<file path="config.mk">
export PLATFORM = sky130hd
export DESIGN_NAME = ext_line_pending_and_port_select
export DESIGN_NICKNAME = d
export VERILOG_FILES = /design/src/hdl/extline_pkg.sv /design/src/hdl/pin_sync.sv /design/src/hdl/line_edge.sv /design/src/hdl/ext_line_pending_and_port_select.sv
export SDC_FILE = /design/constraint.sdc
export NUM_CORES = 1
export LEC_CHECK = 0
export ABC_AREA = 1
export BUFFER_PORTS_ARGS = -buffer_cell sky130_fd_sc_hd__buf_2
export CAP_MARGIN = 20
export CORE_MARGIN = 2
export CORE_UTILIZATION = 55
export CTS_BUF_LIST = sky130_fd_sc_hd__clkbuf_4
export DETAILED_ROUTE_END_ITERATION = 6
export GPL_ROUTABILITY_DRIVEN = 0
export PLACE_DENSITY = 0.77
export SLEW_MARGIN = 10
export SYNTH_ARGS = -nofsm -noshare
export SYNTH_HDL_FRONTEND = slang
export SYNTH_SLANG_ARGS = --single-unit
</file>
<file path="constraint.sdc">
create_clock -name aclk -period 1.9 [get_ports aclk]
set_input_delay 0 -clock aclk [delete_from_list [all_inputs] [get_ports aclk]]
set_output_delay 0 -clock aclk [all_outputs]
set_load 0.02 [all_outputs]
</file>
<file path="src/hdl/extline_pkg.sv">
// Constants shared by the external line pending and port select block
package extline_pkg;
  localparam int NUM_LINES = 19;
  localparam int FIRST_W   = 9;
  localparam int SECOND_W  = 9;
  localparam int THIRD_W   = 5;
  localparam int UPPER_W   = 10;
  localparam int MUX_LINES = 9;

  localparam logic [7:0] OFF_RISE_CFG  = 8'h00;
  localparam logic [7:0] OFF_FALL_CFG  = 8'h04;
  localparam logic [7:0] OFF_SOFT_TRIG = 8'h08;
  localparam logic [7:0] OFF_PENDING   = 8'h0c;
  localparam logic [7:0] OFF_SEL_0_3   = 8'h60;
  localparam logic [7:0] OFF_SEL_4_7   = 8'h64;
  localparam logic [7:0] OFF_SEL_8     = 8'h68;
  localparam logic [7:0] OFF_IRQ_STAT  = 8'h90;
  localparam logic [7:0] OFF_IRQ_MASK  = 8'h94;

  localparam int L0_SEL_LSB = 0;
  localparam int L1_SEL_LSB = 8;
  localparam int L2_SEL_LSB = 16;
  localparam int L3_SEL_LSB = 24;
  localparam int L4_SEL_LSB = 0;
  localparam int L5_SEL_BIT = 8;
  localparam int L6_SEL_BIT = 16;
  localparam int L7_SEL_BIT = 19;
  localparam int L8_SEL_BIT = 0;

  localparam logic [31:0] SEL_0_3_MASK = 32'h0303_0303;
  localparam logic [31:0] SEL_4_7_MASK = 32'h0009_0103;
  localparam logic [31:0] SEL_8_MASK   = 32'h0000_0001;
  localparam logic [31:0] SEL_RESET    = 32'h0000_0000;

  localparam logic [1:0] SRC_FIRST  = 2'h0;
  localparam logic [1:0] SRC_SECOND = 2'h1;
  localparam logic [1:0] SRC_THIRD  = 2'h2;

  localparam logic [1:0] RESP_OKAY   = 2'h0;
  localparam logic [1:0] RESP_SLVERR = 2'h2;

  localparam logic [NUM_LINES-1:0] LINES_RESET = 19'h0;
endpackage

</file>
<file path="src/hdl/pin_sync.sv">
// Two-stage synchroniser for a vector of pin levels
module pin_sync #(
  parameter int WIDTH = 1
) (
  input  wire logic             aclk,
  input  wire logic             aresetn,
  input  wire logic [WIDTH-1:0] pin_in,
  output logic      [WIDTH-1:0] pin_sync_out
);
  logic [WIDTH-1:0] stage1_reg;
  logic [WIDTH-1:0] stage2_reg;
  logic [WIDTH-1:0] stage1_next;
  logic [WIDTH-1:0] stage2_next;

  initial begin
    if (WIDTH < 1) $error("pin_sync: WIDTH must be at least 1");
  end

  always_comb begin
    stage1_next = pin_in;
    stage2_next = stage1_reg;
  end

  always_ff @(posedge aclk) begin
    if (!aresetn) begin
      stage1_reg <= '0;
      stage2_reg <= '0;
    end else begin
      stage1_reg <= stage1_next;
      stage2_reg <= stage2_next;
    end
  end

  assign pin_sync_out = stage2_reg;
endmodule

</file>
<file path="src/hdl/line_edge.sv">
// Rising and falling edge detector for synchronised line levels
module line_edge #(
  parameter int WIDTH = 1
) (
  input  wire logic             aclk,
  input  wire logic             aresetn,
  input  wire logic [WIDTH-1:0] level,
  output logic      [WIDTH-1:0] rise,
  output logic      [WIDTH-1:0] fall
);
  logic [WIDTH-1:0] prev_reg;
  logic [WIDTH-1:0] prev_next;

  initial begin
    if (WIDTH < 1) $error("line_edge: WIDTH must be at least 1");
  end

  always_comb begin
    prev_next = level;
  end

  always_ff @(posedge aclk) begin
    if (!aresetn) begin
      prev_reg <= '0;
    end else begin
      prev_reg <= prev_next;
    end
  end

  assign rise = level & ~prev_reg;
  assign fall = ~level & prev_reg;
endmodule

</file>
<file path="src/hdl/ext_line_pending_and_port_select.sv">
// External line controller: pending flags, port select and AXI4-Lite registers
module ext_line_pending_and_port_select #(
  parameter int ADDR_W = 8
) (
  input  wire logic                                 aclk,
  input  wire logic                                 aresetn,
  input  wire logic [ADDR_W-1:0]                    s_axi_awaddr,
  input  wire logic                                 s_axi_awvalid,
  output logic                                      s_axi_awready,
  input  wire logic [31:0]                          s_axi_wdata,
  input  wire logic [3:0]                           s_axi_wstrb,
  input  wire logic                                 s_axi_wvalid,
  output logic                                      s_axi_wready,
  output logic [1:0]                                s_axi_bresp,
  output logic                                      s_axi_bvalid,
  input  wire logic                                 s_axi_bready,
  input  wire logic [ADDR_W-1:0]                    s_axi_araddr,
  input  wire logic                                 s_axi_arvalid,
  output logic                                      s_axi_arready,
  output logic [31:0]                               s_axi_rdata,
  output logic [1:0]                                s_axi_rresp,
  output logic                                      s_axi_rvalid,
  input  wire logic                                 s_axi_rready,
  input  wire logic [extline_pkg::FIRST_W-1:0]      first_gpio_port,
  input  wire logic [extline_pkg::SECOND_W-1:0]     second_gpio_port,
  input  wire logic [extline_pkg::THIRD_W-1:0]      third_gpio_port,
  input  wire logic [extline_pkg::UPPER_W-1:0]      upper_line_in,
  output logic [extline_pkg::NUM_LINES-1:0]         line_request,
  output logic                                      irq
);
  localparam int NL = extline_pkg::NUM_LINES;

  initial begin
    if (ADDR_W < 8) $error("ext_line: ADDR_W must be at least 8");
  end

  // Byte-enable expansion, used for every writable register
  function automatic logic [31:0] strobe_mask(input logic [3:0] strb);
    logic [31:0] m;
    m = '0;
    for (int i = 0; i < 4; i++) begin
      m[i*8 +: 8] = {8{strb[i]}};
    end
    return m;
  endfunction

  // Three-way source pick; the reserved code gives a quiet low line
  function automatic logic pick3(input logic [1:0] sel, input logic a,
                                 input logic b, input logic c);
    logic r;
    case (sel)
      extline_pkg::SRC_FIRST: begin
        r = a;
      end
      extline_pkg::SRC_SECOND: begin
        r = b;
      end
      extline_pkg::SRC_THIRD: begin
        r = c;
      end
      default: begin
        r = 1'b0;
      end
    endcase
    return r;
  endfunction

  function automatic logic [7:0] word_addr(input logic [ADDR_W-1:0] a);
    return {a[7:2], 2'b00};
  endfunction

  function automatic logic is_mapped(input logic [7:0] a);
    return (a == extline_pkg::OFF_RISE_CFG) || (a == extline_pkg::OFF_FALL_CFG) ||
           (a == extline_pkg::OFF_SOFT_TRIG) || (a == extline_pkg::OFF_PENDING) ||
           (a == extline_pkg::OFF_SEL_0_3) || (a == extline_pkg::OFF_SEL_4_7) ||
           (a == extline_pkg::OFF_SEL_8) || (a == extline_pkg::OFF_IRQ_STAT) ||
           (a == extline_pkg::OFF_IRQ_MASK);
  endfunction

  // Pin synchronisers and line source selection
  logic [extline_pkg::FIRST_W-1:0]  first_s;
  logic [extline_pkg::SECOND_W-1:0] second_s;
  logic [extline_pkg::THIRD_W-1:0]  third_s;
  logic [extline_pkg::UPPER_W-1:0]  upper_s;
  logic [NL-1:0]                    line_level;
  logic [NL-1:0]                    line_rise;
  logic [NL-1:0]                    line_fall;

  pin_sync #(.WIDTH(extline_pkg::FIRST_W)) u_sync_first (
    .aclk         (aclk),
    .aresetn      (aresetn),
    .pin_in       (first_gpio_port),
    .pin_sync_out (first_s)
  );
  pin_sync #(.WIDTH(extline_pkg::SECOND_W)) u_sync_second (
    .aclk         (aclk),
    .aresetn      (aresetn),
    .pin_in       (second_gpio_port),
    .pin_sync_out (second_s)
  );
  pin_sync #(.WIDTH(extline_pkg::THIRD_W)) u_sync_third (
    .aclk         (aclk),
    .aresetn      (aresetn),
    .pin_in       (third_gpio_port),
    .pin_sync_out (third_s)
  );
  pin_sync #(.WIDTH(extline_pkg::UPPER_W)) u_sync_upper (
    .aclk         (aclk),
    .aresetn      (aresetn),
    .pin_in       (upper_line_in),
    .pin_sync_out (upper_s)
  );

  logic [31:0] sel_0_3_reg;
  logic [31:0] sel_4_7_reg;
  logic [31:0] sel_8_reg;

  always_comb begin
    line_level[0] = pick3(sel_0_3_reg[extline_pkg::L0_SEL_LSB +: 2],
                          first_s[0], second_s[0], third_s[0]);
    line_level[1] = pick3(sel_0_3_reg[extline_pkg::L1_SEL_LSB +: 2],
                          first_s[1], second_s[1], third_s[1]);
    line_level[2] = pick3(sel_0_3_reg[extline_pkg::L2_SEL_LSB +: 2],
                          first_s[2], second_s[2], third_s[2]);
    line_level[3] = pick3(sel_0_3_reg[extline_pkg::L3_SEL_LSB +: 2],
                          first_s[3], second_s[3], third_s[3]);
    line_level[4] = pick3(sel_4_7_reg[extline_pkg::L4_SEL_LSB +: 2],
                          first_s[4], second_s[4], third_s[4]);
    line_level[5] = sel_4_7_reg[extline_pkg::L5_SEL_BIT] ? second_s[5] : first_s[5];
    line_level[6] = sel_4_7_reg[extline_pkg::L6_SEL_BIT] ? second_s[6] : first_s[6];
    line_level[7] = sel_4_7_reg[extline_pkg::L7_SEL_BIT] ? second_s[7] : first_s[7];
    line_level[8] = sel_8_reg[extline_pkg::L8_SEL_BIT] ? second_s[8] : first_s[8];
    line_level[NL-1:extline_pkg::MUX_LINES] = upper_s;
  end

  line_edge #(.WIDTH(NL)) u_edge (
    .aclk    (aclk),
    .aresetn (aresetn),
    .level   (line_level),
    .rise    (line_rise),
    .fall    (line_fall)
  );

  // AXI4-Lite handshake state
  logic              aw_held_reg, aw_held_next;
  logic              w_held_reg, w_held_next;
  logic [7:0]        aw_addr_reg, aw_addr_next;
  logic [31:0]       w_data_reg, w_data_next;
  logic [3:0]        w_strb_reg, w_strb_next;
  logic              bvalid_reg, bvalid_next;
  logic [1:0]        bresp_reg, bresp_next;
  logic              rvalid_reg, rvalid_next;
  logic [1:0]        rresp_reg, rresp_next;
  logic [31:0]       rdata_reg, rdata_next;
  logic              aw_take, w_take, ar_take, wr_fire;
  logic [7:0]        ar_word;
  logic [31:0]       wmask;
  logic [31:0]       merged;
  logic              awready_reg, awready_next, wready_reg, wready_next;
  logic              arready_reg, arready_next;

  // Line registers
  logic [NL-1:0]     rise_cfg_reg, rise_cfg_next;
  logic [NL-1:0]     fall_cfg_reg, fall_cfg_next;
  logic [NL-1:0]     soft_reg, soft_next;
  logic [NL-1:0]     pending_reg, pending_next;
  logic [NL-1:0]     irq_stat_reg, irq_stat_next;
  logic [NL-1:0]     irq_mask_reg, irq_mask_next;
  logic [31:0]       sel_0_3_next, sel_4_7_next, sel_8_next;
  logic              irq_reg, irq_next;
  logic [NL-1:0]     pend_set, pend_clr, fall_block;

  always_comb begin
    aw_take = s_axi_awvalid && !aw_held_reg && !bvalid_reg;
    w_take  = s_axi_wvalid && !w_held_reg && !bvalid_reg;
    ar_take = s_axi_arvalid && !rvalid_reg;
    wr_fire = aw_held_reg && w_held_reg && !bvalid_reg;
    ar_word = word_addr(s_axi_araddr);
    wmask   = s_axi_wdata_mask(w_data_reg, w_strb_reg);
  end

  function automatic logic [31:0] s_axi_wdata_mask(input logic [31:0] d,
                                                   input logic [3:0] s);
    return d & strobe_mask(s);
  endfunction

  function automatic logic [31:0] merge(input logic [31:0] old, input logic [31:0] d,
                                        input logic [3:0] s, input logic [31:0] keep);
    return ((old & ~strobe_mask(s)) | (d & strobe_mask(s))) & keep;
  endfunction

  // Bus channel next state
  always_comb begin
    aw_held_next = aw_held_reg;
    w_held_next  = w_held_reg;
    aw_addr_next = aw_addr_reg;
    w_data_next  = w_data_reg;
    w_strb_next  = w_strb_reg;
    bvalid_next  = bvalid_reg;
    bresp_next   = bresp_reg;
    if (aw_take) begin
      aw_held_next = 1'b1;
      aw_addr_next = word_addr(s_axi_awaddr);
    end
    if (w_take) begin
      w_held_next = 1'b1;
      w_data_next = s_axi_wdata;
      w_strb_next = s_axi_wstrb;
    end
    if (wr_fire) begin
      aw_held_next = 1'b0;
      w_held_next  = 1'b0;
      bvalid_next  = 1'b1;
      bresp_next   = is_mapped(aw_addr_reg) ? extline_pkg::RESP_OKAY
                                            : extline_pkg::RESP_SLVERR;
    end else if (bvalid_reg && s_axi_bready) begin
      bvalid_next = 1'b0;
    end
    // Readies are registered copies of what the next cycle will allow
    awready_next = !aw_held_next && !bvalid_next;
    wready_next  = !w_held_next && !bvalid_next;
  end

  // Read data path; only the interrupt status has a read side effect
  always_comb begin
    rvalid_next = rvalid_reg;
    rresp_next  = rresp_reg;
    rdata_next  = rdata_reg;
    if (ar_take) begin
      rvalid_next = 1'b1;
      rresp_next  = is_mapped(ar_word) ? extline_pkg::RESP_OKAY
                                       : extline_pkg::RESP_SLVERR;
      rdata_next  = '0;
      case (ar_word)
        extline_pkg::OFF_RISE_CFG: begin
          rdata_next[NL-1:0] = rise_cfg_reg;
        end
        extline_pkg::OFF_FALL_CFG: begin
          rdata_next[NL-1:0] = fall_cfg_reg;
        end
        extline_pkg::OFF_SOFT_TRIG: begin
          rdata_next[NL-1:0] = soft_reg;
        end
        extline_pkg::OFF_PENDING: begin
          rdata_next[NL-1:0] = pending_reg;
        end
        extline_pkg::OFF_SEL_0_3: begin
          rdata_next = sel_0_3_reg;
        end
        extline_pkg::OFF_SEL_4_7: begin
          rdata_next = sel_4_7_reg;
        end
        extline_pkg::OFF_SEL_8: begin
          rdata_next = sel_8_reg;
        end
        extline_pkg::OFF_IRQ_STAT: begin
          rdata_next[NL-1:0] = irq_stat_reg;
        end
        extline_pkg::OFF_IRQ_MASK: begin
          rdata_next[NL-1:0] = irq_mask_reg;
        end
        default: begin
          rdata_next = '0;
        end
      endcase
    end else if (rvalid_reg && s_axi_rready) begin
      rvalid_next = 1'b0;
    end
    arready_next = !rvalid_next;
  end

  // Line register next state
  always_comb begin
    rise_cfg_next = rise_cfg_reg;
    fall_cfg_next = fall_cfg_reg;
    soft_next     = '0;
    sel_0_3_next  = sel_0_3_reg;
    sel_4_7_next  = sel_4_7_reg;
    sel_8_next    = sel_8_reg;
    irq_mask_next = irq_mask_reg;
    pend_clr      = '0;
    fall_block    = '0;
    merged        = '0;
    if (wr_fire) begin
      case (aw_addr_reg)
        extline_pkg::OFF_RISE_CFG: begin
          merged        = merge({13'h0, rise_cfg_reg}, w_data_reg, w_strb_reg,
                                32'h0007_ffff);
          rise_cfg_next = merged[NL-1:0];
        end
        extline_pkg::OFF_FALL_CFG: begin
          merged        = merge({13'h0, fall_cfg_reg}, w_data_reg, w_strb_reg,
                                32'h0007_ffff);
          fall_cfg_next = merged[NL-1:0];
          fall_block    = '1;
        end
        extline_pkg::OFF_SOFT_TRIG: begin
          soft_next = wmask[NL-1:0];
        end
        extline_pkg::OFF_PENDING: begin
          pend_clr = wmask[NL-1:0];
        end
        extline_pkg::OFF_SEL_0_3: begin
          sel_0_3_next = merge(sel_0_3_reg, w_data_reg, w_strb_reg,
                               extline_pkg::SEL_0_3_MASK);
        end
        extline_pkg::OFF_SEL_4_7: begin
          sel_4_7_next = merge(sel_4_7_reg, w_data_reg, w_strb_reg,
                               extline_pkg::SEL_4_7_MASK);
        end
        extline_pkg::OFF_SEL_8: begin
          sel_8_next = merge(sel_8_reg, w_data_reg, w_strb_reg,
                             extline_pkg::SEL_8_MASK);
        end
        extline_pkg::OFF_IRQ_MASK: begin
          merged        = merge({13'h0, irq_mask_reg}, w_data_reg, w_strb_reg,
                                32'h0007_ffff);
          irq_mask_next = merged[NL-1:0];
        end
        default: begin
          pend_clr = '0;
        end
      endcase
    end
    // Set wins over a clear in the same cycle
    pend_set = (line_rise & rise_cfg_reg) | (line_fall & fall_cfg_reg & ~fall_block)
               | soft_reg;
    pending_next  = (pending_reg & ~pend_clr) | pend_set;
    irq_stat_next = irq_stat_reg;
    if (ar_take && (ar_word == extline_pkg::OFF_IRQ_STAT)) begin
      irq_stat_next = '0;
    end
    irq_stat_next = irq_stat_next | pend_set;
    irq_next      = |(irq_stat_next & irq_mask_next);
  end

  always_ff @(posedge aclk) begin
    if (!aresetn) begin
      aw_held_reg  <= 1'b0;
      w_held_reg   <= 1'b0;
      aw_addr_reg  <= '0;
      w_data_reg   <= '0;
      w_strb_reg   <= '0;
      bvalid_reg   <= 1'b0;
      bresp_reg    <= extline_pkg::RESP_OKAY;
      rvalid_reg   <= 1'b0;
      rresp_reg    <= extline_pkg::RESP_OKAY;
      rdata_reg    <= '0;
      rise_cfg_reg <= extline_pkg::LINES_RESET;
      fall_cfg_reg <= extline_pkg::LINES_RESET;
      soft_reg     <= extline_pkg::LINES_RESET;
      pending_reg  <= extline_pkg::LINES_RESET;
      irq_stat_reg <= extline_pkg::LINES_RESET;
      irq_mask_reg <= extline_pkg::LINES_RESET;
      sel_0_3_reg  <= extline_pkg::SEL_RESET;
      sel_4_7_reg  <= extline_pkg::SEL_RESET;
      sel_8_reg    <= extline_pkg::SEL_RESET;
      irq_reg      <= 1'b0;
      awready_reg  <= 1'b1;
      wready_reg   <= 1'b1;
      arready_reg  <= 1'b1;
    end else begin
      aw_held_reg  <= aw_held_next;
      w_held_reg   <= w_held_next;
      aw_addr_reg  <= aw_addr_next;
      w_data_reg   <= w_data_next;
      w_strb_reg   <= w_strb_next;
      bvalid_reg   <= bvalid_next;
      bresp_reg    <= bresp_next;
      rvalid_reg   <= rvalid_next;
      rresp_reg    <= rresp_next;
      rdata_reg    <= rdata_next;
      rise_cfg_reg <= rise_cfg_next;
      fall_cfg_reg <= fall_cfg_next;
      soft_reg     <= soft_next;
      pending_reg  <= pending_next;
      irq_stat_reg <= irq_stat_next;
      irq_mask_reg <= irq_mask_next;
      sel_0_3_reg  <= sel_0_3_next;
      sel_4_7_reg  <= sel_4_7_next;
      sel_8_reg    <= sel_8_next;
      irq_reg      <= irq_next;
      awready_reg  <= awready_next;
      wready_reg   <= wready_next;
      arready_reg  <= arready_next;
    end
  end

  assign s_axi_awready = awready_reg;
  assign s_axi_wready  = wready_reg;
  assign s_axi_arready = arready_reg;
  assign s_axi_bvalid  = bvalid_reg;
  assign s_axi_bresp   = bresp_reg;
  assign s_axi_rvalid  = rvalid_reg;
  assign s_axi_rresp   = rresp_reg;
  assign s_axi_rdata   = rdata_reg;
  assign line_request  = pending_reg;
  assign irq           = irq_reg;
endmodule

</file>
Word-level counts from Yosys, hierarchy flattened

Cells that the tools add are included.

Bits in read-only memories: 0
Input bits: 92
Latch bits: 0
Output and inout port bits: 61
Register bits: 293
Bits in writable memories: 0
Memories: 0

Shift-type cells: 0
Add/sub/neg operators: 0
Bitwise gates (word level): 29
Mux-type cells: 28
Divide/modulo/power cells: 0
Eq/ne operators: 26
Magnitude comparators: 0
Reduce and logical (&&, ||, !) cells: 50
$mul: 0

Operators by type and width:

| kind                                                | count |
|---|---|
| AND 19 bit                                          | 10 |
| one-hot mux 19 bit (9 select lines)                 | 1 |
| 2-to-1 mux 19 bit                                   | 7 |
| bitwise OR 19 bit                                   | 7 |
| NOT 19 bit                                          | 4 |
| AND 26 bit                                          | 2 |
| equality test 6 x 5 -> 1 bit, second input constant | 6 |
| NOT 26 bit                                          | 1 |
| bitwise OR 26 bit                                   | 1 |
| equality test 6 x 2 -> 1 bit, second input constant | 4 |
| equality test 6 bit, second input constant          | 4 |
| AND 20 bit                                          | 1 |
| bitwise OR 20 bit                                   | 1 |
| OR reduction 19 bit                                 | 1 |
| logical NOT 8 bit                                   | 2 |
| logical OR 1 bit                                    | 16 |
| one-hot mux 1 bit (3 select lines)                  | 5 |
| one-hot mux 7 bit (2 select lines)                  | 1 |
| equality test 6 x 1 -> 1 bit, second input constant | 2 |
| logical AND 1 bit                                   | 12 |
| 2-to-1 mux 1 bit                                    | 12 |
| equality test 2 x 1 -> 1 bit, second input constant | 5 |
| equality test 2 bit, second input constant          | 5 |
| logical NOT 2 bit                                   | 5 |
| other kinds (6)                                     | 18 |

Longest topological paths before layout

Gate-level depths: netlist of run 1.

Word-level depth: 11
Gate-level depth with buffers: 14
Depth with buffers taken out: 13

By module

Synthesis of run 1 repeated with hierarchy kept, for this count alone.

Cells, all modules: 1547
Area, all modules: 11384.7 µm²

By module, submodules not included:

| module                           | area each (µm²) | cells an instance | instances |
|---|---|---|---|
| ext_line_pending_and_port_select | 8624.5          | 1207              | 1 |
| pin_sync at u_sync_first ...     | 529.3           | 56                | 2 |
| line_edge                        | 842.1           | 135               | 1 |
| pin_sync at u_sync_upper         | 573.0           | 62                | 1 |
| pin_sync at u_sync_third         | 286.5           | 31                | 1 |

Worst setup path after synthesis of run 1

OpenSTA, ideal clock, no wires.

Kind: register to register
Start point: register bvalid_reg (netlist: s_axi_bvalid)
End point: register irq_reg (netlist: irq)
Path buffers: 1
Period minus slack after synthesis: 1.638 ns
Library setup time: 0.128 ns
Stages on the path, launching flop included: 13
Data required time: 1.772 ns
Path slack: 0.262 ns
Arrival time: 1.510 ns
Path through: dfxtp_1 -> inv_2 -> nand3_4 -> nor2_4 -> nand2_2 -> buf_6 -> o21a_1 -> nand2_1 -> inv_1 -> nor2_1 -> nand3_1 -> nor2_1 -> nor2_1

Longest elaborated chain between the ends: 10
Elaborated cells between the ends (all ways): 11

RTL lines:

| what                    | line                                    | RTL |
|---|---|---|
| start, declared         | ext_line_pending_and_port_select.sv:150 | `logic bvalid_reg, bvalid_next;` |
| start signal, assigned  | ext_line_pending_and_port_select.sv:368 | `bvalid_reg <= bvalid_next;` |
| logical NOT 1 bit (*)   | ext_line_pending_and_port_select.sv:177 | `wr_fire = aw_held_reg && w_held_reg && !bvalid_reg;` |
| logical AND 1 bit (*)   | ext_line_pending_and_port_select.sv:177 |  |
| 2-to-1 mux 19 bit       | ext_line_pending_and_port_select.sv:284 | `if (wr_fire) begin` |
| NOT 19 bit              | ext_line_pending_and_port_select.sv:326 | `pend_set = (line_rise & rise_cfg_reg) \| (line_fall & fall_cfg_reg & ~fall_block)` |
| AND 19 bit              | ext_line_pending_and_port_select.sv:326 |  |
| bitwise OR 19 bit       | ext_line_pending_and_port_select.sv:326 |  |
| bitwise OR 19 bit       | ext_line_pending_and_port_select.sv:327 | `\| soft_reg;` |
| bitwise OR 19 bit       | ext_line_pending_and_port_select.sv:333 | `irq_stat_next = irq_stat_next \| pend_set;` |
| AND 19 bit (*)          | ext_line_pending_and_port_select.sv:334 | `irq_next = \|(irq_stat_next & irq_mask_next);` |
| OR reduction 19 bit (*) | ext_line_pending_and_port_select.sv:334 |  |
| end signal, assigned    | ext_line_pending_and_port_select.sv:382 | `irq_reg <= irq_next;` |
| end, declared           | ext_line_pending_and_port_select.sv:170 | `logic irq_reg, irq_next;` |

Every way passes the cells marked *; elsewhere a longest branch is shown, timed or not.
A chain may end at the register's enable or synchronous reset.

Worst setup path after layout of run 1

Start point: register bvalid_reg (netlist: s_axi_bvalid)
End point: register w_strb_reg[1]

Longest elaborated chain between the ends: 2

RTL lines:

| what                 | line                                    | RTL |
|---|---|---|
| logical NOT 1 bit    | ext_line_pending_and_port_select.sv:175 | `w_take = s_axi_wvalid && !w_held_reg && !bvalid_reg;` |
| logical AND 1 bit    | ext_line_pending_and_port_select.sv:175 |  |
| end signal, assigned | ext_line_pending_and_port_select.sv:367 | `w_strb_reg <= w_strb_next;` |
| end, declared        | ext_line_pending_and_port_select.sv:149 | `logic [3:0] w_strb_reg, w_strb_next;` |

No other way between the ends.

==> reports/qor.txt, run 1 <==
Outcome = finished, violations left
Failing checks = negative setup slack
Combinational power share = 9.0%
Dpl ws = 0.138 ns
Via count = 11,500
Routed vias/inst = 5.32
Clock Latency Late Sink = 0.69 ns
Unique masters post-synth = 41
Worst hold-check path type = in -> reg
Post-synth EDFFs = 0
Netlist Area Pre-Place = 0.0111 mm^2
Vias in the first global route = 11,200
Worst setup slack after layout = -0.0246 ns
Power Internal = 9.22 mW
Post-Route WL = 35,900 um
Row cnt = 51
Fin crit share = 101%
Total CTS buffers = 72
CTS tree = built
Detailed placement HPWL = 21,100 um
Peak supply drop = 0.599 mV
CTS max path bufs = 3
Largest cells by area after synthesis = dfxtp_1 (50%), nand2_1 (12%), inv_1 (8.8%), a21oi_1 (5.7%), o21ai_0 (4.6%)
Largest net degree at the start of global routing = 78
CP startpoint kind = register
Clk_skew = 0.0623 ns
Port bufs = 126
Seq pwr share = 49.6%
Setup crit end kind = register
First DRT Iteration DRCs = 1,241
Clock slew at reported path FFs = 0.07 ns
CP max-delay cell = dlygate4sd3_1
Syn_area_per_cell = 7.34 um^2
Clock power share = 41.5%
Total Power = 12.3 mW
Setup TNS = -0.0477 ns
Pins Over Slew Limit = 0
Area leader, netlist = dfxtp_1
Die area = 0.0213 mm^2
Fin util = 74.8%
Post-Synthesis Cells = 1,512
Drt drc = 0
Share of cells above drive strength 1 = 18.0%
Core area = 0.0197 mm^2
Fillers = 1,439
CTS H-tree depth = 3
Initial Utilization = 56.5%
Synth async-reset ratio = 0%
Routed WL per cell = 16.6 um
Final setup fails = 2
Global-route wire length before repair = 55,500 um
Pwr/cell area = 840 mW/mm^2
Synth top area share = 49.9%
Crit path largest cell delay = 0.58 ns
WS Path Type = reg -> reg
Worst EP arrival = 2.47 ns
Root Driver = clkbuf_4
Synth-to-Final Area Change = 32.4%
Final ANT Viol Nets = 0
DRT Pass-1 Iters = 6
Antenna violations before repair = 2
Final hold violations = 0
CP Data Required Time = 2.44 ns
Crit-path cells = inv_2 -> nand3_1 -> buf_6 -> o21ai_0 -> a21oi_1 -> dlygate4sd3_1
Leak Pwr = 7.06 nW
Tot GR Track Use = 32.7%
I/O Pins = 153
Flops & latches, synth = 277
Yosys Warn Count = 0
Die Width = 146 um
Clk sinks = 277
Gr ovfl total = 0
Sw Share = 25.3%
RSZ-0062 raised after global routing = true
MaxCap Viol Count = 0
Switching power total = 3.12 mW
Nets@finish = 1,939
Die Y = 146 um
Worst-path maximum fanout = 24
Fmax = 520 MHz
Top_reg_cell synth = dfxtp_1
Register area share after synthesis = 49.9%
Clock period minus worst slack = 1.92 ns
power by group through the flow:
stage	Sequential, mW	Combinational, mW	Clock [mW]
2_1_floorplan	6.21	0.455	0
4_1_cts	6.10	1.01	5.15
3_5_place_dp	6.23	0.762	0
3_3_place_gp	6.23	0.746	0
6_report	6.12	1.11	5.12
5_1_grt	6.13	1.19	5.50
synthesized netlist by cell type, drive strengths merged, types with 2 or more instances:
master,number
nand3b,3
clkbuf,43
nand3,83
a22oi,19
nor3,17
clkinv,2
o21ai,106
o2bb2ai,2
o211ai,6
nand4,7
a21oi,126
inv,266
o31ai,2
nor2,114
a31oi,20
dfxtp,277
o21a,5
o22ai,15
o2111ai,4
nor4,2
nand2,360
buf,29
path summary, 6_finish.rpt:
| check | from | end | slack, ns | depth (start not counted) |
|---|---|---|---|---|
| setup / recovery | s_axi_bvalid | w_strb_reg[1] | -0.02 | 6 |
| hold / removal | s_axi_araddr[5] | irq_stat_reg[15] | 0.07 | 8 |
| setup reg to reg | s_axi_bvalid | w_strb_reg[1] | -0.02 | 6 |
| hold reg to reg | u_sync_upper.stage1_reg[7] | u_sync_upper.pin_sync_out[7] | 0.41 | 2 |
per-stage QoR:
stage | instance area, um^2 | instances | hold slack, ns
6_report | 14700 | 2158 | 0.0741
3_3_place_gp | 12300 | 1893 | 0.183
4_1_cts | 14600 | 2153 | 0.0320
2_1_floorplan | 11100 | 1523 | 0.0976
5_1_grt | 14700 | 2158 | 0.123
3_5_place_dp | 12300 | 1893 | 0.184
layout make-up:
cell class,instances,area (um^2),share of cell area [%]
multi-input combinational,906,4280,29.2
timing repair buffer,322,2630,17.9
inverter,268,1010,6.90
clock inverter,7,53.8,0.366
antenna,2,5.00,0.0341
clock buffer,111,833,5.67
tap,265,332,2.26
sequential,277,5550,37.7
worst max-delay path: cells and delay by family, from the launching register on:
kind	cells	cell delay (ns)
compound gates	2	0.41
flops	1	0.31
simple gates	1	0.15
buf+inv	3	0.90
timing repair:
item,in CTS,in global routing
hold buffers,142,0
endpoints found under the hold margin,207,0
buffers inserted,0,3
gates resized for setup,0,23
endpoints found under the setup margin,0,28
placed cells by master (no fill, tap or decap), types with 78 or more instances in the layout:
| cell type | n |
|---|---|
| o21ai_0 | 101 |
| nand2_1 | 346 |
| inv_1 | 255 |
| nand3_1 | 78 |
| nor2_1 | 104 |
| buf_2 | 125 |
| a21oi_1 | 126 |
| dfxtp_1 | 276 |
| dlygate4sd3_1 | 142 |
| clkbuf_4 | 111 |
per-layer routing:
| layer | vias to the layer above | track usage (%) | wire length, um |
|---|---|---|---|
| met5 | - | 0 | 0 |
| met4 | 0 | 17.8 | 1530 |
| met3 | 145 | 8.00 | 3850 |
| met2 | 676 | 52.2 | 16400 |
| met1 | 5217 | 40.8 | 14100 |
| li1 | 5449 | - | - |
cells by family (layout without fill, tap and decap cells):
| family | Yosys count | count (layout) | synth area share (%) |
|---|---|---|---|
| other | 1 | 14 | 0.0338 |
| AND/OR/NAND/NOR | 587 | 587 | 22.5 |
| flip-flops | 277 | 277 | 49.9 |
| buffers and inverters | 340 | 708 | 12.3 |
| AO/OA/AOI/OAI | 307 | 307 | 15.2 |
Note: power is estimated with default switching activity, not from simulation.
==> run 2, diff against run 1 <==
--- a/config.mk
+++ b/config.mk
@@ -14,6 +14,7 @@
 export DETAILED_ROUTE_END_ITERATION = 6
 export GPL_ROUTABILITY_DRIVEN = 0
 export PLACE_DENSITY = 0.77
+export RECOVER_POWER = 100
 export SLEW_MARGIN = 10
 export SYNTH_ARGS = -nofsm -noshare
 export SYNTH_HDL_FRONTEND = slang
==> constraint.sdc (replaced) <==
create_clock -name aclk -period 2.46 [get_ports aclk]
set_input_delay 0 -clock aclk [delete_from_list [all_inputs] [get_ports aclk]]
set_output_delay 0 -clock aclk [all_outputs]
set_load 0.02 [all_outputs]
==> run 2 against run 1 <==
The flow now finishes without violations. Via count down 3.3%. Clock-buffer cell count fell by 5. Critical path depth up 1. First-iteration DRC count decreased by 1.4%.
==> reports/qor.txt, run 2 (synthesized netlist as in run 1, its figures left out) <==
Outcome = finished, final reports clean
Routed WL per cell = 16.3 um (-2.2%)
Most frequent cells in the layout = nand2_1 (349), dfxtp_1 (277), inv_1 (262)
Peak supply drop = 0.383 mV (-36%)
Die Width = 146 um (unchanged)
Vias in the first global route = 10,700 (-4.0%)
Dpl ws = 0.405 ns (+0.267 ns)
Post-Route WL = 34,200 um (-4.7%)
Initial Utilization = 56.5% (unchanged)
Sw Share = 25.1% (-0.20 points)
Gr ovfl total = 0 (unchanged)
Drt drc = 0 (unchanged)
Pins Over Slew Limit = 0 (unchanged)
Port bufs = 126 (unchanged)
Core area = 0.0197 mm^2 (unchanged)
Clock period minus worst slack = 2.41 ns
Clk_skew = 0.0417 ns (-0.0206 ns)
DRT Pass-1 Iters = 6 (unchanged)
CP startpoint kind = input pin
Min-delay src = s_axi_wvalid
CP Buf/Inv Count = 5 (+2)
Clock slew at reported path FFs = 0.06 ns (about the same)
CP Data Required Time = 3.08 ns (+0.64 ns)
Crit path largest cell delay = 0.63 ns (+0.05 ns)
CTS H-tree depth = 3 (unchanged)
Fin crit share = 97.9%
Switching power total = 2.34 mW (-25%)
Via count = 11,100 (-3.3%)
Clk sinks = 277 (unchanged)
Commonest non-fill, non-tap cell in the layout = nand2_1
CP max-delay cell = dlygate4sd3_1
Synth-to-Final Area Change = 26.0%
Die Y = 146 um (unchanged)
Total CTS buffers = 71 (-1.4%)
Setup crit end kind = register
Detailed placement HPWL = 20,900 um (-1.2%)
Largest net degree at the start of global routing = 150 (+92%)
Crit-path cells = dlygate4sd3_1 -> buf_4 -> buf_12 -> o21ai_0 -> dlygate4sd3_1 -> a21oi_1 -> dlygate4sd3_1
Most frequent CP cell = dlygate4sd3_1
MaxCap Viol Count = 0 (unchanged)
Worst setup slack after layout = 0.0504 ns (+0.0750 ns)
Global-route wire length before repair = 53,300 um (-4.0%)
Final hold violations = 0 (unchanged)
Routed vias/inst = 5.28 (-0.82%)
Final setup fails = 0 (-2)
CTS max path bufs = 3 (unchanged)
Worst hold-check path type = in -> reg
Max_slew headroom = 15.5%
Combinational power share = 8.0% (-1.0 points)
Final ANT Viol Nets = 0 (unchanged)
Root Driver = clkbuf_4
Die area = 0.0213 mm^2 (unchanged)
I/O Pins = 153 (unchanged)
Nets@finish = 1,884 (-2.8%)
Worst-path maximum fanout = 149 (+520%)
Row cnt = 51 (unchanged)
Share of cells above drive strength 1 = 15.8% (-2.2 points)
Crit path launch = aresetn
Leak Pwr = 6.80 nW (-3.7%)
Postcts setup bufs = 0 (unchanged)
CP delay by family, top = buffers and inverters
WS Path Type = in -> reg
Fin util = 71.2% (-3.6 points)
Fmax = 415 MHz
CTS tree = built
Worst EP arrival = 3.03 ns (+0.56 ns)
Tot GR Track Use = 31.3% (-1.4 points)
Antenna violations before repair = 3 (+1)
Pwr/cell area = 666 mW/mm^2 (-21%)
Clock Latency Late Sink = 0.68 ns (about the same)
Power Internal = 6.98 mW (-24%)
Reg-to-reg critical path startpoint = w_held_reg
Seq pwr share = 50.8% (+1.2 points)
First DRT Iteration DRCs = 1,224 (-1.4%)
Clock power share = 41.2% (-0.3 points)
Tightest Pin Transition = 1.27 ns
## run 2: layout make-up
type / instances / area [um^2]
clock buffer: 106 / 796
multi-input combinational: 906 / 4230
tap: 265 / 332
clock inverter: 11 / 68.8
antenna: 2 / 5.00
fill: 1587 / 5660
timing repair buffer: 268 / 2010
inverter: 268 / 1010
sequential: 277 / 5550
## run 2: path summary, 6_finish.rpt
kind         depth (start not counted)                           end  slack, ns
min                                  4                    w_held_reg       0.03
min reg2reg                          2  u_sync_upper.pin_sync_out[4]       0.41
max reg2reg                          7                 w_data_reg[0]       0.10
max                                  7                aw_addr_reg[2]       0.05
## run 2: routing by layer
metal,vias up,part of all wire [%],track usage (%)
met1,4998,40,39.9
met5,-,0.038,0
met3,118,11,8.69
li1,5355,-,-
met4,2,3.4,14.4
met2,630,45,49.6
## run 2: tightest hold or removal path, stage by stage
cell and delay, ns:
buf_2 0.10, nand3_1 0.13, buf_6 0.29, a21oi_1 0.13
## run 2: repair_timing
action | CTS | global route
hold endpoints to repair | 107 | 0
gates resized for setup | 0 | 3
hold buffers | 116 | 0
setup endpoints to repair | 0 | 5
## run 2: power groups by stage
stage	Sequential [mW]	Clock [mW]	Combinational (mW)
floorplan	4.79	0	0.352
global placement	4.82	0	0.523
detailed placement	4.82	0	0.534
CTS	4.72	3.88	0.703
global route	4.74	4.14	0.812
finish	4.73	3.84	0.750
## run 2: per-stage QoR
| stage | power (mW) | cell area (um^2) | hold slack [ns] | setup TNS [ns] | std cells |
|---|---|---|---|---|---|
| 2_1_floorplan | 5.15 | 11100 | 0.0976 | 0 | 1523 |
| 3_3_place_gp | 5.34 | 12000 | 0.183 | 0 | 1868 |
| 3_5_place_dp | 5.36 | 12000 | 0.184 | 0 | 1868 |
| 4_1_cts | 9.31 | 14000 | 0.0114 | 0 | 2101 |
| 5_1_grt | 9.69 | 14000 | 0.0365 | -0.158 | 2103 |
| 6_report | 9.32 | 14000 | 0.0270 | 0 | 2103 |
==> run 3, diff against run 2 <==
--- a/config.mk
+++ b/config.mk
@@ -9,11 +9,12 @@
 export BUFFER_PORTS_ARGS = -buffer_cell sky130_fd_sc_hd__buf_2
 export CAP_MARGIN = 20
 export CORE_MARGIN = 2
-export CORE_UTILIZATION = 55
+export CORE_UTILIZATION = 54
 export CTS_BUF_LIST = sky130_fd_sc_hd__clkbuf_4
 export DETAILED_ROUTE_END_ITERATION = 6
 export GPL_ROUTABILITY_DRIVEN = 0
-export PLACE_DENSITY = 0.77
+export MAX_ROUTING_LAYER = met4
+export PLACE_DENSITY = 0.79
 export RECOVER_POWER = 100
 export SLEW_MARGIN = 10
 export SYNTH_ARGS = -nofsm -noshare
==> constraint.sdc (replaced) <==
create_clock -name aclk -period 2.1 [get_ports aclk]
set_input_delay 0 -clock aclk [delete_from_list [all_inputs] [get_ports aclk]]
set_output_delay 0 -clock aclk [all_outputs]
set_load 0.02 [all_outputs]
==> run 3 against run 2 <==
Power is 16% higher. Non-clock buffer count up 2. Clock-buffer cell count fell by 7. Via count about the same. First-iteration DRC count shrank 12%. Combinational power up 13%. Register-to-register slack barely moved. Largest power group unchanged.
==> reports/qor.txt, run 3 (synthesized netlist as in run 1, its figures left out) <==
Core area = 0.0202 mm^2 (+3.0%)
Drt drc = 0 (unchanged)
Crit path largest cell delay = 0.59 ns (-0.04 ns)
Largest net degree at the start of global routing = 90 (-40%)
Post-Route WL = 33,700 um (-1.4%)
CP endpoint = s_axi_rdata[0]
CTS max path bufs = 3 (unchanged)
Post-route cell area = 0.0139 mm^2 (-0.90%)
Global-route wire length before repair = 53,100 um (-0.32%)
Worst hold-check path type = in -> reg
Root Driver = clkbuf_4
Crit path launch = s_axi_araddr[3]
Dpl ws = 0.160 ns (-0.245 ns)
Clock period minus worst slack = 2.03 ns
Final ANT Viol Nets = 0 (unchanged)
Register Area = 0.00555 mm^2 (unchanged)
Tot GR Track Use = 31.7% (+0.37 points)
Clock Latency Late Sink = 0.67 ns (about the same)
WS Path Type = in -> reg
Detailed placement HPWL = 20,800 um (-0.45%)
Pins Over Slew Limit = 0 (unchanged)
Peak supply drop = 0.543 mV (+42%)
Tightest Pin Transition = 0.751 ns (-0.515 ns)
Vias in the first global route = 10,700 (-0.19%)
Pwr/cell area = 783 mW/mm^2 (+17%)
Clock slew at reported path FFs = 0.06 ns (about the same)
I/O Pins = 153 (unchanged)
Setup crit end kind = register
Worst setup slack after layout = 0.0702 ns (+0.0198 ns)
Outcome = finished, final reports clean
Worst-path maximum fanout = 4 (-97%)
Area occupied by multi-input gates = 0.00420 mm^2 (-0.83%)
Row cnt = 52 (+2.0%)
First DRT Iteration DRCs = 1,076 (-12%)
FF-to-FF End = irq
CP startpoint kind = input pin
MaxCap Viol Count = 0 (unchanged)
Port bufs = 126 (unchanged)
CTS H-tree depth = 3 (unchanged)
DRT Pass-1 Iters = 6 (unchanged)
Placed instance area = 0.0121 mm^2 (+1.5%)
Fillers = 1,626 (+2.5%)
Crit-path cells = dlygate4sd3_1 -> clkbuf_1 -> nor2_1 -> dlygate4sd3_1 -> clkbuf_1 -> nand2_1 -> o21ai_0 -> a21oi_1 -> nand3_1 -> nand2_1 -> a21oi_1
Total CTS buffers = 69 (-2.8%)
Routed WL per cell = 16.1 um (-1.3%)
Via count = 11,100 (-0.054%)
Total Power = 10.9 mW (+16%)
Routed vias/inst = 5.28 (about the same)
Final setup fails = 0 (unchanged)
Fin crit share = 96.7%
CP Data Required Time = 2.69 ns (-0.39 ns)
Initial Utilization = 54.9% (-1.6 points)
Die area = 0.0217 mm^2 (+1.8%)
Clk_skew = 0.0425 ns (+0.000822 ns)
Share of cells above drive strength 1 = 12.9% (-2.9 points)
Reg-to-reg critical path startpoint = aw_addr_reg[6]
Worst Reg-to-Reg Cells = 12 (+5)
R2r setup slk = 0.09 ns (about the same)
Max_slew headroom = 49.9% (+34 points)
Die Width = 147 um (+0.90%)
Synth-to-Final Area Change = 24.9%
Antenna violations before repair = 1 (-2)
Fmax = 493 MHz
CP max-delay cell = dlygate4sd3_1
Worst EP arrival = 2.62 ns (-0.41 ns)
Die Y = 147 um (+0.90%)
Setup TNS = 0 ns (unchanged)
RSZ-0062 raised after global routing = false
Leak Pwr = 6.56 nW (-3.5%)
Most frequent cells in the layout = nand2_1 (353), dfxtp_1 (277), inv_1 (263)
Commonest non-fill, non-tap cell in the layout = nand2_1
Final hold violations = 0 (unchanged)
Hold WS = 0.0596 ns (+0.0326 ns)
Clk sinks = 277 (unchanged)
CTS tree = built
Gr ovfl total = 0 (unchanged)
Nets@finish = 1,884 (unchanged)
[run 3: cell types whose count changed in the layout (fill, tap and decap cells not counted), sizes merged]
cell | previous run | this run
dlygate4sd3 | 116 | 101
clkbuf | 106 | 160
buf | 152 | 108
bufinv | 1 | 2
clkinv | 11 | 8
diode | 2 | 1
[run 3: through the flow]
| stage | instances | util [%] |
|---|---|---|
| finish | 2100 | 68.5 |
| floorplan | 1523 | - |
| global route | 2100 | 68.5 |
| global placement | 1890 | 60.0 |
| detailed placement | 1890 | 60.0 |
| CTS | 2099 | 69.1 |
[run 3: critical path: cells and delay by family]
kind / cells / cell delay (ns)
buffers and inverters: 4 / 1.50
AND/OR/NAND/NOR: 4 / 0.62
AO/OA/AOI/OAI: 3 / 0.50
[run 3: cell type report]
| type | count | area share [%] |
|---|---|---|
| Antenna cell | 1 | 0.0180 |
| Sequential cell | 277 | 40.0 |
| Timing Repair Buffer | 270 | 14.0 |
| Multi-Input combinational cell | 906 | 30.3 |
| Clock buffer | 99 | 5.36 |
| Clock inverter | 9 | 0.632 |
| Tap cell | 270 | 2.44 |
| Inverter | 268 | 7.25 |
[run 3: routing by layer]
metal | global-route usage, % | share of wire (%) | up-vias
met1 | 39.9 | 41 | 4969
met2 | 48.4 | 44 | 671
met3 | 7.99 | 11 | 112
li1 | - | - | 5345
met4 | 14.1 | 3.3 | 0
met5 | - | 0 | -
[run 3: how the worst min path moves through the flow]
stage | from | to | depth (start not counted)
4_1_cts | upper_line_in[8] | u_sync_upper.stage1_reg[8] | 4
6_report | upper_line_in[8] | u_sync_upper.stage1_reg[8] | 4
5_1_grt | upper_line_in[2] | u_sync_upper.stage1_reg[2] | 4
3_5_place_dp | second_gpio_port[5] | u_sync_second.stage1_reg[5] | 3
2_1_floorplan | first_gpio_port[0] | u_sync_first.stage1_reg[0] | 2
3_3_place_gp | second_gpio_port[5] | u_sync_second.stage1_reg[5] | 3
[run 3: what timing repair did]
| action | 4_1_cts | 5_1_grt |
|---|---|---|
| hold buffers | 101 | 0 |
| endpoints found under the setup margin | 0 | 2 |
| endpoints found under the hold margin | 119 | 0 |
| setup buffers | 0 | 0 |
| gates resized for setup | 0 | 2 |
[run 3: power breakdown]
| part | switching, mW | leakage, nW | internal (mW) |
|---|---|---|---|
| combinational | 0.505 | 3.80 | 0.340 |
| sequential | 0.132 | 2.26 | 5.41 |
| clock | 2.09 | 0.500 | 2.38 |
| total | 2.72 | 6.56 | 8.13 |
